### config.mk
export PLATFORM = sky130hd
export DESIGN_NAME = scss_top
export DESIGN_NICKNAME = d
export VERILOG_FILES = /design/src/logic/scss_pkg.sv /design/src/logic/scss_sync.sv /design/src/logic/scss_top.sv
export VERILOG_INCLUDE_DIRS = /design/src /design/src/logic
export SDC_FILE = /design/constraint.sdc
export NUM_CORES = 1
export LEC_CHECK = 0
export BUFFER_PORTS_ARGS = -buffer_cell sky130_fd_sc_hd__buf_4
export CAP_MARGIN = 15
export CORE_MARGIN = 5
export CORE_UTILIZATION = 25
export DETAILED_ROUTE_END_ITERATION = 6
export GPL_ROUTABILITY_DRIVEN = 1
export PLACE_DENSITY_LB_ADDON = 0.3
export SYNTH_ARGS = -nofsm -noshare
export SYNTH_HDL_FRONTEND = slang
export SYNTH_HIERARCHICAL = 1
export SYNTH_SLANG_ARGS = --single-unit
### constraint.sdc
create_clock -name clk_sys -period 16.8 [get_ports clk_sys]
set_clock_uncertainty 0.2 [all_clocks]
set_input_delay 2.52 -clock clk_sys [delete_from_list [all_inputs] [get_ports clk_sys]]
set_output_delay 2.52 -clock clk_sys [all_outputs]
set_load 0.01 [all_outputs]
### src/logic/scss_regs.svh
`ifndef SCSS_REGS_SVH
`define SCSS_REGS_SVH

// register byte offsets
`define SCSS_CTRL_OFS       5'h00
`define SCSS_PRESC_OFS      5'h04
`define SCSS_PLL_OFS        5'h08
`define SCSS_STATUS_OFS     5'h0C

// control register fields
`define SCSS_CTRL_SEL_LSB   0
`define SCSS_CTRL_SEL_MSB   1
`define SCSS_CTRL_VCO_BIT   2
`define SCSS_CTRL_SRC_BIT   3

// prescaler register field
`define SCSS_PRESC_LSB      0
`define SCSS_PRESC_MSB      9

// pll register fields
`define SCSS_PLL_P_LSB      0
`define SCSS_PLL_P_MSB      5
`define SCSS_PLL_N_LSB      8
`define SCSS_PLL_N_MSB      15
`define SCSS_PLL_K2_LSB     16
`define SCSS_PLL_K2_MSB     25

// status register fields
`define SCSS_STAT_MODE_LSB  0
`define SCSS_STAT_MODE_MSB  1
`define SCSS_STAT_LOCK_BIT  2
`define SCSS_STAT_PER_LSB   16
`define SCSS_STAT_PER_MSB   31

// reset values
`define SCSS_SEL_RST        2'h0
`define SCSS_VCO_RST        1'h0
`define SCSS_SRC_RST        1'h0
`define SCSS_PRESC_RST      10'h000
`define SCSS_PLL_P_RST      6'h00
`define SCSS_PLL_N_RST      8'h00
`define SCSS_PLL_K2_RST     10'h000

// clock source select codes
`define SCSS_SEL_PRESC_PLL  2'h2
`define SCSS_SEL_DIRECT     2'h3

// axi responses
`define SCSS_RESP_OKAY      2'h0
`define SCSS_RESP_SLVERR    2'h2

`endif

### src/logic/scss_pkg.sv
package scss_pkg;

    // clock path in use, gray coded
    typedef enum logic [1:0] {
        scss_md_safe   = 2'h0,
        scss_md_direct = 2'h1,
        scss_md_presc  = 2'h3,
        scss_md_pll    = 2'h2
    } scss_mode_t;

endpackage

### src/logic/scss_sync.sv
`timescale 1ns/1ps

module scss_sync #(
    parameter int W = 3
) (
    // clock and reset
    input  wire logic         clk_sys,
    input  wire logic         rst_b,
    // asynchronous levels in, synchronised levels out
    input  wire logic [W-1:0] d,
    output logic      [W-1:0] q
);

    logic [W-1:0] meta;

    always_ff @(posedge clk_sys or negedge rst_b) begin
        if (!rst_b) begin
            meta <= '0;
            q    <= '0;
        end else begin
            meta <= d;
            q    <= meta;
        end
    end

endmodule // scss_sync

### src/logic/scss_top.sv
// Our own choices: the placing of the registers and register access over AXI4-Lite.
`timescale 1ns/1ps
`include "scss_regs.svh"

// How it works
// - select 11 passes the direct clock input through undivided, duty kept.
// - prescaler path only when select is 10 and vco bypass is 1.
// - prescaler source is crystal input or internal clock, chosen by bit.
// - system clock equals source clock divided by divider field plus one.
// - factor one gives source frequency with source duty cycle.
// - largest factor is 1024, giving the slowest system clock.
// - crystal source with factor one behaves like direct drive.
// - select 10 with bypass 0 uses pll: input times (N+1) over (P+1) times (K2+1).
// - pll ratio settles gradually, system clock never jumps abruptly; here only den slews, a new N (multiplier field) applies at once.

module scss_top #(
    parameter int ADDR_W = 5,
    parameter int PER_W  = 16
) (
    // clock and reset
    input  wire logic              clk_sys,
    input  wire logic              rst_b,
    // axi4-lite write channels
    input  wire logic [ADDR_W-1:0] awaddr,
    input  wire logic              awvalid,
    output logic                   awready,
    input  wire logic [31:0]       wdata,
    input  wire logic [3:0]        wstrb,
    input  wire logic              wvalid,
    output logic                   wready,
    output logic [1:0]             bresp,
    output logic                   bvalid,
    input  wire logic              bready,
    // axi4-lite read channels
    input  wire logic [ADDR_W-1:0] araddr,
    input  wire logic              arvalid,
    output logic                   arready,
    output logic [31:0]            rdata,
    output logic [1:0]             rresp,
    output logic                   rvalid,
    input  wire logic              rready,
    // clock source pins
    input  wire logic              direct_clock_input,
    input  wire logic              crystal_input,
    input  wire logic              internal_clock_input,
    // derived system clock level
    output logic                   sys_clk_out
);

    // control and configuration fields
    logic [1:0]  clock_source_select;
    logic        vco_bypass_bit;
    logic        presc_src_internal;
    logic [9:0]  prescaler_divider_field;
    logic [5:0]  pll_input_divider_field;
    logic [7:0]  pll_multiplier_field;
    logic [9:0]  pll_output_divider_field;

    // bus slave state
    logic              aw_got;
    logic              w_got;
    logic [ADDR_W-1:0] aw_addr_q;
    logic [31:0]       w_data_q;
    logic [3:0]        w_strb_q;
    logic              do_write;
    logic [31:0]       wr_old;
    logic [31:0]       wr_new;
    logic              wr_hit;
    logic [31:0]       rd_img;
    logic              rd_hit;

    // clock path state
    scss_pkg::scss_mode_t mode;
    scss_pkg::scss_mode_t next_mode;
    logic [2:0]       pins_s;
    logic             dir_s;
    logic             src_s;
    logic             src_d;
    logic             src_rise;
    logic [9:0]       ph;
    logic [9:0]       next_ph;
    logic [PER_W-1:0] per_cnt;
    logic [PER_W-1:0] per_meas;
    logic [31:0]      target;
    logic [31:0]      den;
    logic [32:0]      acc;
    logic [32:0]      acc_sum;
    logic [32:0]      step;
    logic             pll_clk;
    logic             locked;
    logic             next_clk;

    assign do_write = aw_got & w_got & ~bvalid;

    // ---------------- axi4-lite write path ----------------
    always_ff @(posedge clk_sys or negedge rst_b) begin
        if (!rst_b) begin
            awready   <= 1'b1;
            wready    <= 1'b1;
            aw_got    <= 1'b0;
            w_got     <= 1'b0;
            aw_addr_q <= '0;
            w_data_q  <= 32'h0000_0000;
            w_strb_q  <= 4'h0;
            bvalid    <= 1'b0;
            bresp     <= `SCSS_RESP_OKAY;
        end else begin
            if (awvalid && awready) begin
                awready   <= 1'b0;
                aw_got    <= 1'b1;
                aw_addr_q <= awaddr;
            end
            if (wvalid && wready) begin
                wready   <= 1'b0;
                w_got    <= 1'b1;
                w_data_q <= wdata;
                w_strb_q <= wstrb;
            end
            if (do_write) begin
                bvalid <= 1'b1;
                bresp  <= wr_hit ? `SCSS_RESP_OKAY : `SCSS_RESP_SLVERR;
            end
            if (bvalid && bready) begin
                bvalid  <= 1'b0;
                aw_got  <= 1'b0;
                w_got   <= 1'b0;
                awready <= 1'b1;
                wready  <= 1'b1;
            end
        end
    end

    // old image of the addressed register, merged with strobed bytes
    always_comb begin
        wr_old = 32'h0000_0000;
        wr_hit = 1'b1;
        unique case ({aw_addr_q[ADDR_W-1:2], 2'b00})
            `SCSS_CTRL_OFS:  wr_old = {28'h0, presc_src_internal,
                                       vco_bypass_bit, clock_source_select};
            `SCSS_PRESC_OFS: wr_old = {22'h0, prescaler_divider_field};
            `SCSS_PLL_OFS:   wr_old = {6'h0, pll_output_divider_field,
                                       pll_multiplier_field, 2'h0,
                                       pll_input_divider_field};
            `SCSS_STATUS_OFS: wr_hit = 1'b1;
            default:         wr_hit = 1'b0;
        endcase
        for (int i = 0; i < 4; i++) begin
            wr_new[8*i +: 8] = w_strb_q[i] ? w_data_q[8*i +: 8]
                                           : wr_old[8*i +: 8];
        end
    end

    // configuration registers
    always_ff @(posedge clk_sys or negedge rst_b) begin
        if (!rst_b) begin
            clock_source_select      <= `SCSS_SEL_RST;
            vco_bypass_bit           <= `SCSS_VCO_RST;
            presc_src_internal       <= `SCSS_SRC_RST;
            prescaler_divider_field  <= `SCSS_PRESC_RST;
            pll_input_divider_field  <= `SCSS_PLL_P_RST;
            pll_multiplier_field     <= `SCSS_PLL_N_RST;
            pll_output_divider_field <= `SCSS_PLL_K2_RST;
        end else if (do_write) begin
            unique case ({aw_addr_q[ADDR_W-1:2], 2'b00})
                `SCSS_CTRL_OFS: begin
                    clock_source_select <=
                        wr_new[`SCSS_CTRL_SEL_MSB:`SCSS_CTRL_SEL_LSB];
                    vco_bypass_bit      <= wr_new[`SCSS_CTRL_VCO_BIT];
                    presc_src_internal  <= wr_new[`SCSS_CTRL_SRC_BIT];
                end
                `SCSS_PRESC_OFS: begin
                    prescaler_divider_field <=
                        wr_new[`SCSS_PRESC_MSB:`SCSS_PRESC_LSB];
                end
                `SCSS_PLL_OFS: begin
                    pll_input_divider_field <=
                        wr_new[`SCSS_PLL_P_MSB:`SCSS_PLL_P_LSB];
                    pll_multiplier_field <=
                        wr_new[`SCSS_PLL_N_MSB:`SCSS_PLL_N_LSB];
                    pll_output_divider_field <=
                        wr_new[`SCSS_PLL_K2_MSB:`SCSS_PLL_K2_LSB];
                end
                default: begin
                end
            endcase
        end
    end

    // ---------------- axi4-lite read path ----------------
    always_comb begin
        rd_img = 32'h0000_0000;
        rd_hit = 1'b1;
        unique case ({araddr[ADDR_W-1:2], 2'b00})
            `SCSS_CTRL_OFS:   rd_img = {28'h0, presc_src_internal,
                                        vco_bypass_bit, clock_source_select};
            `SCSS_PRESC_OFS:  rd_img = {22'h0, prescaler_divider_field};
            `SCSS_PLL_OFS:    rd_img = {6'h0, pll_output_divider_field,
                                        pll_multiplier_field, 2'h0,
                                        pll_input_divider_field};
            `SCSS_STATUS_OFS: rd_img = {per_meas, 13'h0, locked, mode};
            default:          rd_hit = 1'b0;
        endcase
    end

    always_ff @(posedge clk_sys or negedge rst_b) begin
        if (!rst_b) begin
            arready <= 1'b1;
            rvalid  <= 1'b0;
            rdata   <= 32'h0000_0000;
            rresp   <= `SCSS_RESP_OKAY;
        end else if (arvalid && arready) begin
            arready <= 1'b0;
            rvalid  <= 1'b1;
            rdata   <= rd_img;
            rresp   <= rd_hit ? `SCSS_RESP_OKAY : `SCSS_RESP_SLVERR;
        end else if (rvalid && rready) begin
            rvalid  <= 1'b0;
            arready <= 1'b1;
        end
    end

    // ---------------- pin synchronisers ----------------
    scss_sync #(.W(3)) u_sync (
        .clk_sys (clk_sys),
        .rst_b   (rst_b),
        .d       ({internal_clock_input, crystal_input,
                   direct_clock_input}),
        .q       (pins_s)
    );

    assign dir_s    = pins_s[0];
    assign src_s    = presc_src_internal ? pins_s[2] : pins_s[1];
    assign src_rise = src_s & ~src_d;

    // ---------------- mode decode ----------------
    always_comb begin
        next_mode = scss_pkg::scss_md_safe;
        if (clock_source_select == `SCSS_SEL_DIRECT) begin
            next_mode = scss_pkg::scss_md_direct;
        end else if (clock_source_select == `SCSS_SEL_PRESC_PLL) begin
            next_mode = vco_bypass_bit ? scss_pkg::scss_md_presc
                                       : scss_pkg::scss_md_pll;
        end
    end

    // ---------------- prescaler ----------------
    always_comb begin
        next_ph = ph;
        // a lowered divider field must not leave the phase stranded
        if (ph > prescaler_divider_field) begin
            next_ph = 10'h000;
        end else if (src_rise) begin
            next_ph = (ph == prescaler_divider_field) ? 10'h000
                                                      : ph + 10'h001;
        end
    end

    always_ff @(posedge clk_sys or negedge rst_b) begin
        if (!rst_b) begin
            src_d <= 1'b0;
            ph    <= 10'h000;
        end else begin
            src_d <= src_s;
            ph    <= next_ph;
        end
    end

    // ---------------- pll model ----------------
    assign target = {16'h0, per_meas}
                  * {25'h0, {1'b0, pll_input_divider_field} + 7'h01}
                  * {21'h0, {1'b0, pll_output_divider_field} + 11'h001};
    assign step    = {23'h0, {1'b0, pll_multiplier_field} + 9'h001, 1'b0};
    assign acc_sum = acc + step;
    assign locked  = (den == target) && (den != 32'h0000_0000);

    // input period in system clocks
    always_ff @(posedge clk_sys or negedge rst_b) begin
        if (!rst_b) begin
            per_cnt  <= '0;
            per_meas <= '0;
        end else if (src_rise) begin
            per_meas <= per_cnt + PER_W'(1);
            per_cnt  <= '0;
        end else if (per_cnt != {PER_W{1'b1}}) begin
            per_cnt <= per_cnt + PER_W'(1);
        end
    end

    // ratio slews one step per cycle toward its target
    always_ff @(posedge clk_sys or negedge rst_b) begin
        if (!rst_b) begin
            den <= 32'h0000_0000;
        end else if (den < target) begin
            den <= den + 32'h0000_0001;
        end else if (den > target) begin
            den <= den - 32'h0000_0001;
        end
    end

    // phase accumulator toggles twice per output period
    always_ff @(posedge clk_sys or negedge rst_b) begin
        if (!rst_b) begin
            acc     <= 33'h0_0000_0000;
            pll_clk <= 1'b0;
        end else if (mode != scss_pkg::scss_md_pll || den == 32'h0) begin
            acc <= 33'h0_0000_0000;
        end else if (acc_sum >= {1'b0, den}) begin
            acc     <= acc_sum - {1'b0, den};
            pll_clk <= ~pll_clk;
        end else begin
            acc <= acc_sum;
        end
    end

    // ---------------- output select ----------------
    always_comb begin
        next_clk = pins_s[2];
        unique case (mode)
            scss_pkg::scss_md_direct: next_clk = dir_s;
            scss_pkg::scss_md_presc:
                next_clk = src_s & (next_ph == 10'h000);
            scss_pkg::scss_md_pll:    next_clk = pll_clk;
            scss_pkg::scss_md_safe:   next_clk = pins_s[2];
        endcase
    end

    always_ff @(posedge clk_sys or negedge rst_b) begin
        if (!rst_b) begin
            mode        <= scss_pkg::scss_md_safe;
            sys_clk_out <= 1'b0;
        end else begin
            mode        <= next_mode;
            sys_clk_out <= next_clk;
        end
    end
endmodule // scss_top

==> metrics.sh <==
PLACE_HPWL_UM=53300
TIMING.CRITICAL_PATH.ARRIVAL_NS=15.71
AVGSYNTHCELLAREA_UM2=8.92
SYNTH-COMPOUND-AREA-SHARE_PCT=12.8
REMAINING_ANTENNA_VIOLATION_COUNT_AFTER_ROUTING=0
FINISH.NET_COUNT=3447
SETUP_TOTAL_NEGATIVE_SLACK_NS=0
HOLD_PATH.STARTPOINT='u_sync/meta[2]$_DFF_PN0_'
FINALWORSTPATHREQUIREDPERIOD_NS=15.48
IO_BUFFERS=85
DIE_W_UM=329
CELL_COUNT_AFTER_SYNTHESIS=2856
GRT_MAX_DEGREE=101
SYNTH_XOR_XNOR_AREA_SHARE_PCT=6.72
ANTENNA_FOUND_INITIAL=0
REMAINING_DRC_ERRORS=0
OVERALL_DIE_AREA_UM2=108000
FINAL_AREA_UM2=28600
REGTOREGENDPOINT='den[24]$_DFFE_PN0P_'
FMAX_GHz=0.0646
CLK_TRANSITION_REPORTED_PATHS_NS=0.06
GRT_FIRST_PASS_WIRELENGTH_UM=111000
STD_CELL_ROWS=117
GLOBALROUTEOVERFLOWTOTAL=0
YOSYS.CELL_TYPES.COUNT=84
DEEPEST_CLOCK_PATH_BUFFER_COUNT=3
HOLD_CLASS='reg -> reg'
NUMBER_OF_SYNTHESIZED_REGISTER_BITS=230
NUM-FILL-CELLS=10916
CLOCK_SINKS=230
SYNTH_ENABLE_FLOP_CELLS=0
SYNTH_MUX_AREA_SHARE_PCT=3.55
SYNTH-MAIN-FF-CELL='sky130_fd_sc_hd__dfrtp_1'
ANTENNA_CELLS_INSERTED=0
TOTALPOWERFINAL_mW=4.25
CTS_TREE='done'
AREAGROWTHSYNTHTOFINISH_PCT=12.4
CRITICAL_PATH_CLASS='reg -> reg'
IOPINCOUNT=98
IRDROPWORSTVDD_mV=0.0776
STARTPOINT_TYPE='flip-flop'
DRT-PASS1-ITER-COUNT=5
FINAL_NUMBER_OF_HOLD_VIOLATING_ENDPOINTS=0
FINAL_SETUP_VIOLATIONS=0
PWR_DENSITY_CELL_nW_PER_UM2=148
FINAL_CELLS=4298
REG2REG_SETUP_SLACK_NS=1.32
CP_MAX_FO=23
MIN_PERIOD_OVER_PERIOD_PCT=92.2
WORST_PIN_SLEW_NS=0.958
GROUTE.USAGE.OVERALL_PCT=12.6
DELAY_OF_THE_SLOWEST_CELL_ON_THE_WORST_PATH_NS=0.74
PLACEABLECOREAREA_UM2=101000
CRITPATHREQUIREDTIME_NS=17.03
FLOORPLAN.INITIALDENSITY_PCT=25.1
SYNTH-SIMPLE-AREA-SHARE_PCT=16.5
CRIT_PATH_END_KIND='flip-flop'
HOLD_PATH_END='u_sync/q[2]$_DFF_PN0_'
DRIVE_GT1_SHARE_PCT=9.45
YOSYS_WARNINGS=6
STATUS='finished, final reports clean'
RR_WORST_DEPTH=53
MAX_SLEW_MARGIN_PCT=36.1
CRITPATHMOSTFREQUENTCELL='sky130_fd_sc_hd__fa_1'
GRT_SETUP_UNREPAIRED='no'
POST_DRT_WL_PER_CELL_UM=15.9
TOTAL_VIAS_IN_THE_FINAL_ROUTE=19581
CTSRESIZECOUNT=0
CRITPATHSLOWESTCELL='sky130_fd_sc_hd__ha_1'
HOLDPATHSTAGES=0
GRT_PASS1_VIAS=20216
CLOCKROOTBUFFER='sky130_fd_sc_hd__clkbuf_16'
DIE_HEIGHT_UM=329
R2R_START='pll_input_divider_field[0]$_DFFE_PN0P_'
POST-CTS-SETUP-BUFFER-COUNT=0
TOTALWIRELENGTH_UM=68400
DPL_CELL_AREA_UM2=27800
POSTCTSHOLDBUFS=0
CTS_BUFFERS=26
CLOCK_INSERTION_DELAY_WORST_SKEW_NS=0.57
SYNTH-ASYNC-RESET-RATIO_PCT=100
DETAIL_ROUTE.VIAS_PER_CELL=4.56
SYNTHADDERAREAFRAC_PCT=31.2
HTREEDEPTH=1
GP_ROUTABILITY_CONGESTION=0.805
MAXCAPVIOLATIONS=0
TIMING_MAX_TRANSITION_VIOLATIONS_FINAL=0
SYNTH.CELL_AREA_UM2=25500
LEAKAGEPOWER_nW=13.2
SYNTH.YOSYS.SEQ_AREA_SHARE_PCT=22.6
SYNTH_TOP_FAMILY_BY_AREA='adder cells'
DRT_ITER0_MARKERS=936
DP_CELL_COUNT=4249
## Yosys cell counts, types with 26 or more instances
cell / number / area (um^2)
sky130_fd_sc_hd__a21o_1: 62 / 465
sky130_fd_sc_hd__a21oi_1: 129 / 646
sky130_fd_sc_hd__and2_1: 62 / 388
sky130_fd_sc_hd__and3_1: 30 / 188
sky130_fd_sc_hd__clkbuf_1: 93 / 349
sky130_fd_sc_hd__dfrtp_1: 227 / 5680
sky130_fd_sc_hd__fa_1: 259 / 5180
sky130_fd_sc_hd__ha_1: 222 / 2780
sky130_fd_sc_hd__inv_1: 333 / 1250
sky130_fd_sc_hd__mux2_2: 63 / 709
sky130_fd_sc_hd__nand2_1: 374 / 1400
sky130_fd_sc_hd__nand2b_1: 47 / 294
sky130_fd_sc_hd__nand3_1: 49 / 245
sky130_fd_sc_hd__nor2_1: 234 / 878
sky130_fd_sc_hd__nor2b_1: 26 / 163
sky130_fd_sc_hd__o21ai_0: 159 / 796
sky130_fd_sc_hd__xnor2_1: 99 / 867
sky130_fd_sc_hd__xor2_1: 91 / 797
## state kept, by name, summed over array words and instances (netlist names), 4 cells and up
signal,cells
ph,10
per_meas,16
w_strb_q,4
prescaler_divider_field,10
acc,33
den,32
w_data_q,26
pll_input_divider_field,6
pll_multiplier_field,8
per_cnt,16
pll_output_divider_field,10
rdata,32
## critical path, delay by kind of cell (launching register included)
kind                       cells  cell delay (ns)
and+or+nand+nor                8             1.73
buffers and inverters          5             0.53
xor gates and xnor gates       3             0.64
DFF                            1             0.56
adders and majority gates     14             6.69
AOI/OAI and AO/OA             23             4.99
## per-layer routing
| metal | vias to the layer above | wire (um) | track usage, % |
|---|---|---|---|
| li1 | 9513 | - | - |
| met2 | 308 | 31700 | 20.8 |
| met5 | - | 0 | 0 |
| met1 | 9673 | 31900 | 17.2 |
| met4 | 0 | 1870 | 3.42 |
| met3 | 87 | 2870 | 1.97 |
## logic make-up after synthesis
group	count (synthesis)
AO/OA/AOI/OAI	518
multiplexers	80
adder cells (fa/ha/maj)	481
buffers and inverters	439
other	1
AND/OR/NAND/NOR	914
flip-flops	230
XOR/XNOR	193
## cell usage in the layout (no fill, tap or decap), types with 26 or more instances in the layout
cell and count:
sky130_fd_sc_hd__dfrtp_1 226, sky130_fd_sc_hd__a21oi_1 129, sky130_fd_sc_hd__and3_1 29, sky130_fd_sc_hd__buf_4 130, sky130_fd_sc_hd__nand3_1 49, sky130_fd_sc_hd__nor2_1 233
sky130_fd_sc_hd__o21ai_0 159, sky130_fd_sc_hd__ha_1 222, sky130_fd_sc_hd__nand2b_1 47, sky130_fd_sc_hd__xnor2_1 97, sky130_fd_sc_hd__mux2_2 63, sky130_fd_sc_hd__inv_1 333
sky130_fd_sc_hd__and2_1 62, sky130_fd_sc_hd__fa_1 259, sky130_fd_sc_hd__a21o_1 62, sky130_fd_sc_hd__nand2_1 373, sky130_fd_sc_hd__nor2b_1 26, sky130_fd_sc_hd__clkbuf_16 26
sky130_fd_sc_hd__xor2_1 90
## power by group
group / internal, mW / switching [mW] / leakage (nW) / total, mW
clock network: 0.336 / 0.252 / 0.406 / 0.588
logic: 1.15 / 1.56 / 9.77 / 2.71
registers: 0.723 / 0.233 / 2.98 / 0.956
total: 2.21 / 2.04 / 13.2 / 4.25
## area by class of cell
class                      instances  area, um^2  share of cell area, %
timing repair buffer             131         991                   3.46
sequential                       230        5760                   20.1
clock buffer                      35         684                   2.39
tap                             1368        1710                   5.97
multi-input combinational       2188       18100                   63.1
inverter                         333        1250                   4.36
clock inverter                    13         174                  0.607
## how the worst max path moves through the flow
stage	from	to	slack, ns	depth (start not counted)
floorplan	pll_input_divider_field[1]$_DFFE_PN0P_	den[24]$_DFFE_PN0P_	2.73	56
global placement	pll_input_divider_field[0]$_DFFE_PN0P_	den[24]$_DFFE_PN0P_	0.93	54
detailed placement	pll_input_divider_field[0]$_DFFE_PN0P_	den[24]$_DFFE_PN0P_	0.85	54
CTS	pll_input_divider_field[0]$_DFFE_PN0P_	den[24]$_DFFE_PN0P_	0.74	54
global route	pll_input_divider_field[2]$_DFFE_PN0P_	den[24]$_DFFE_PN0P_	0.22	56
finish	pll_input_divider_field[0]$_DFFE_PN0P_	den[24]$_DFFE_PN0P_	1.32	53
## metrics by stage
step	worst slack [ns]	hold WS [ns]	util, %
3_3_place_gp	0.932	0.135	27.4
3_5_place_dp	0.846	0.140	27.4
2_1_floorplan	2.73	0.131	-
6_report	1.32	0.151	28.2
5_1_grt	0.222	0.157	28.2
4_1_cts	0.744	0.148	28.2
No activity file was read; power rests on OpenSTA's default activity.
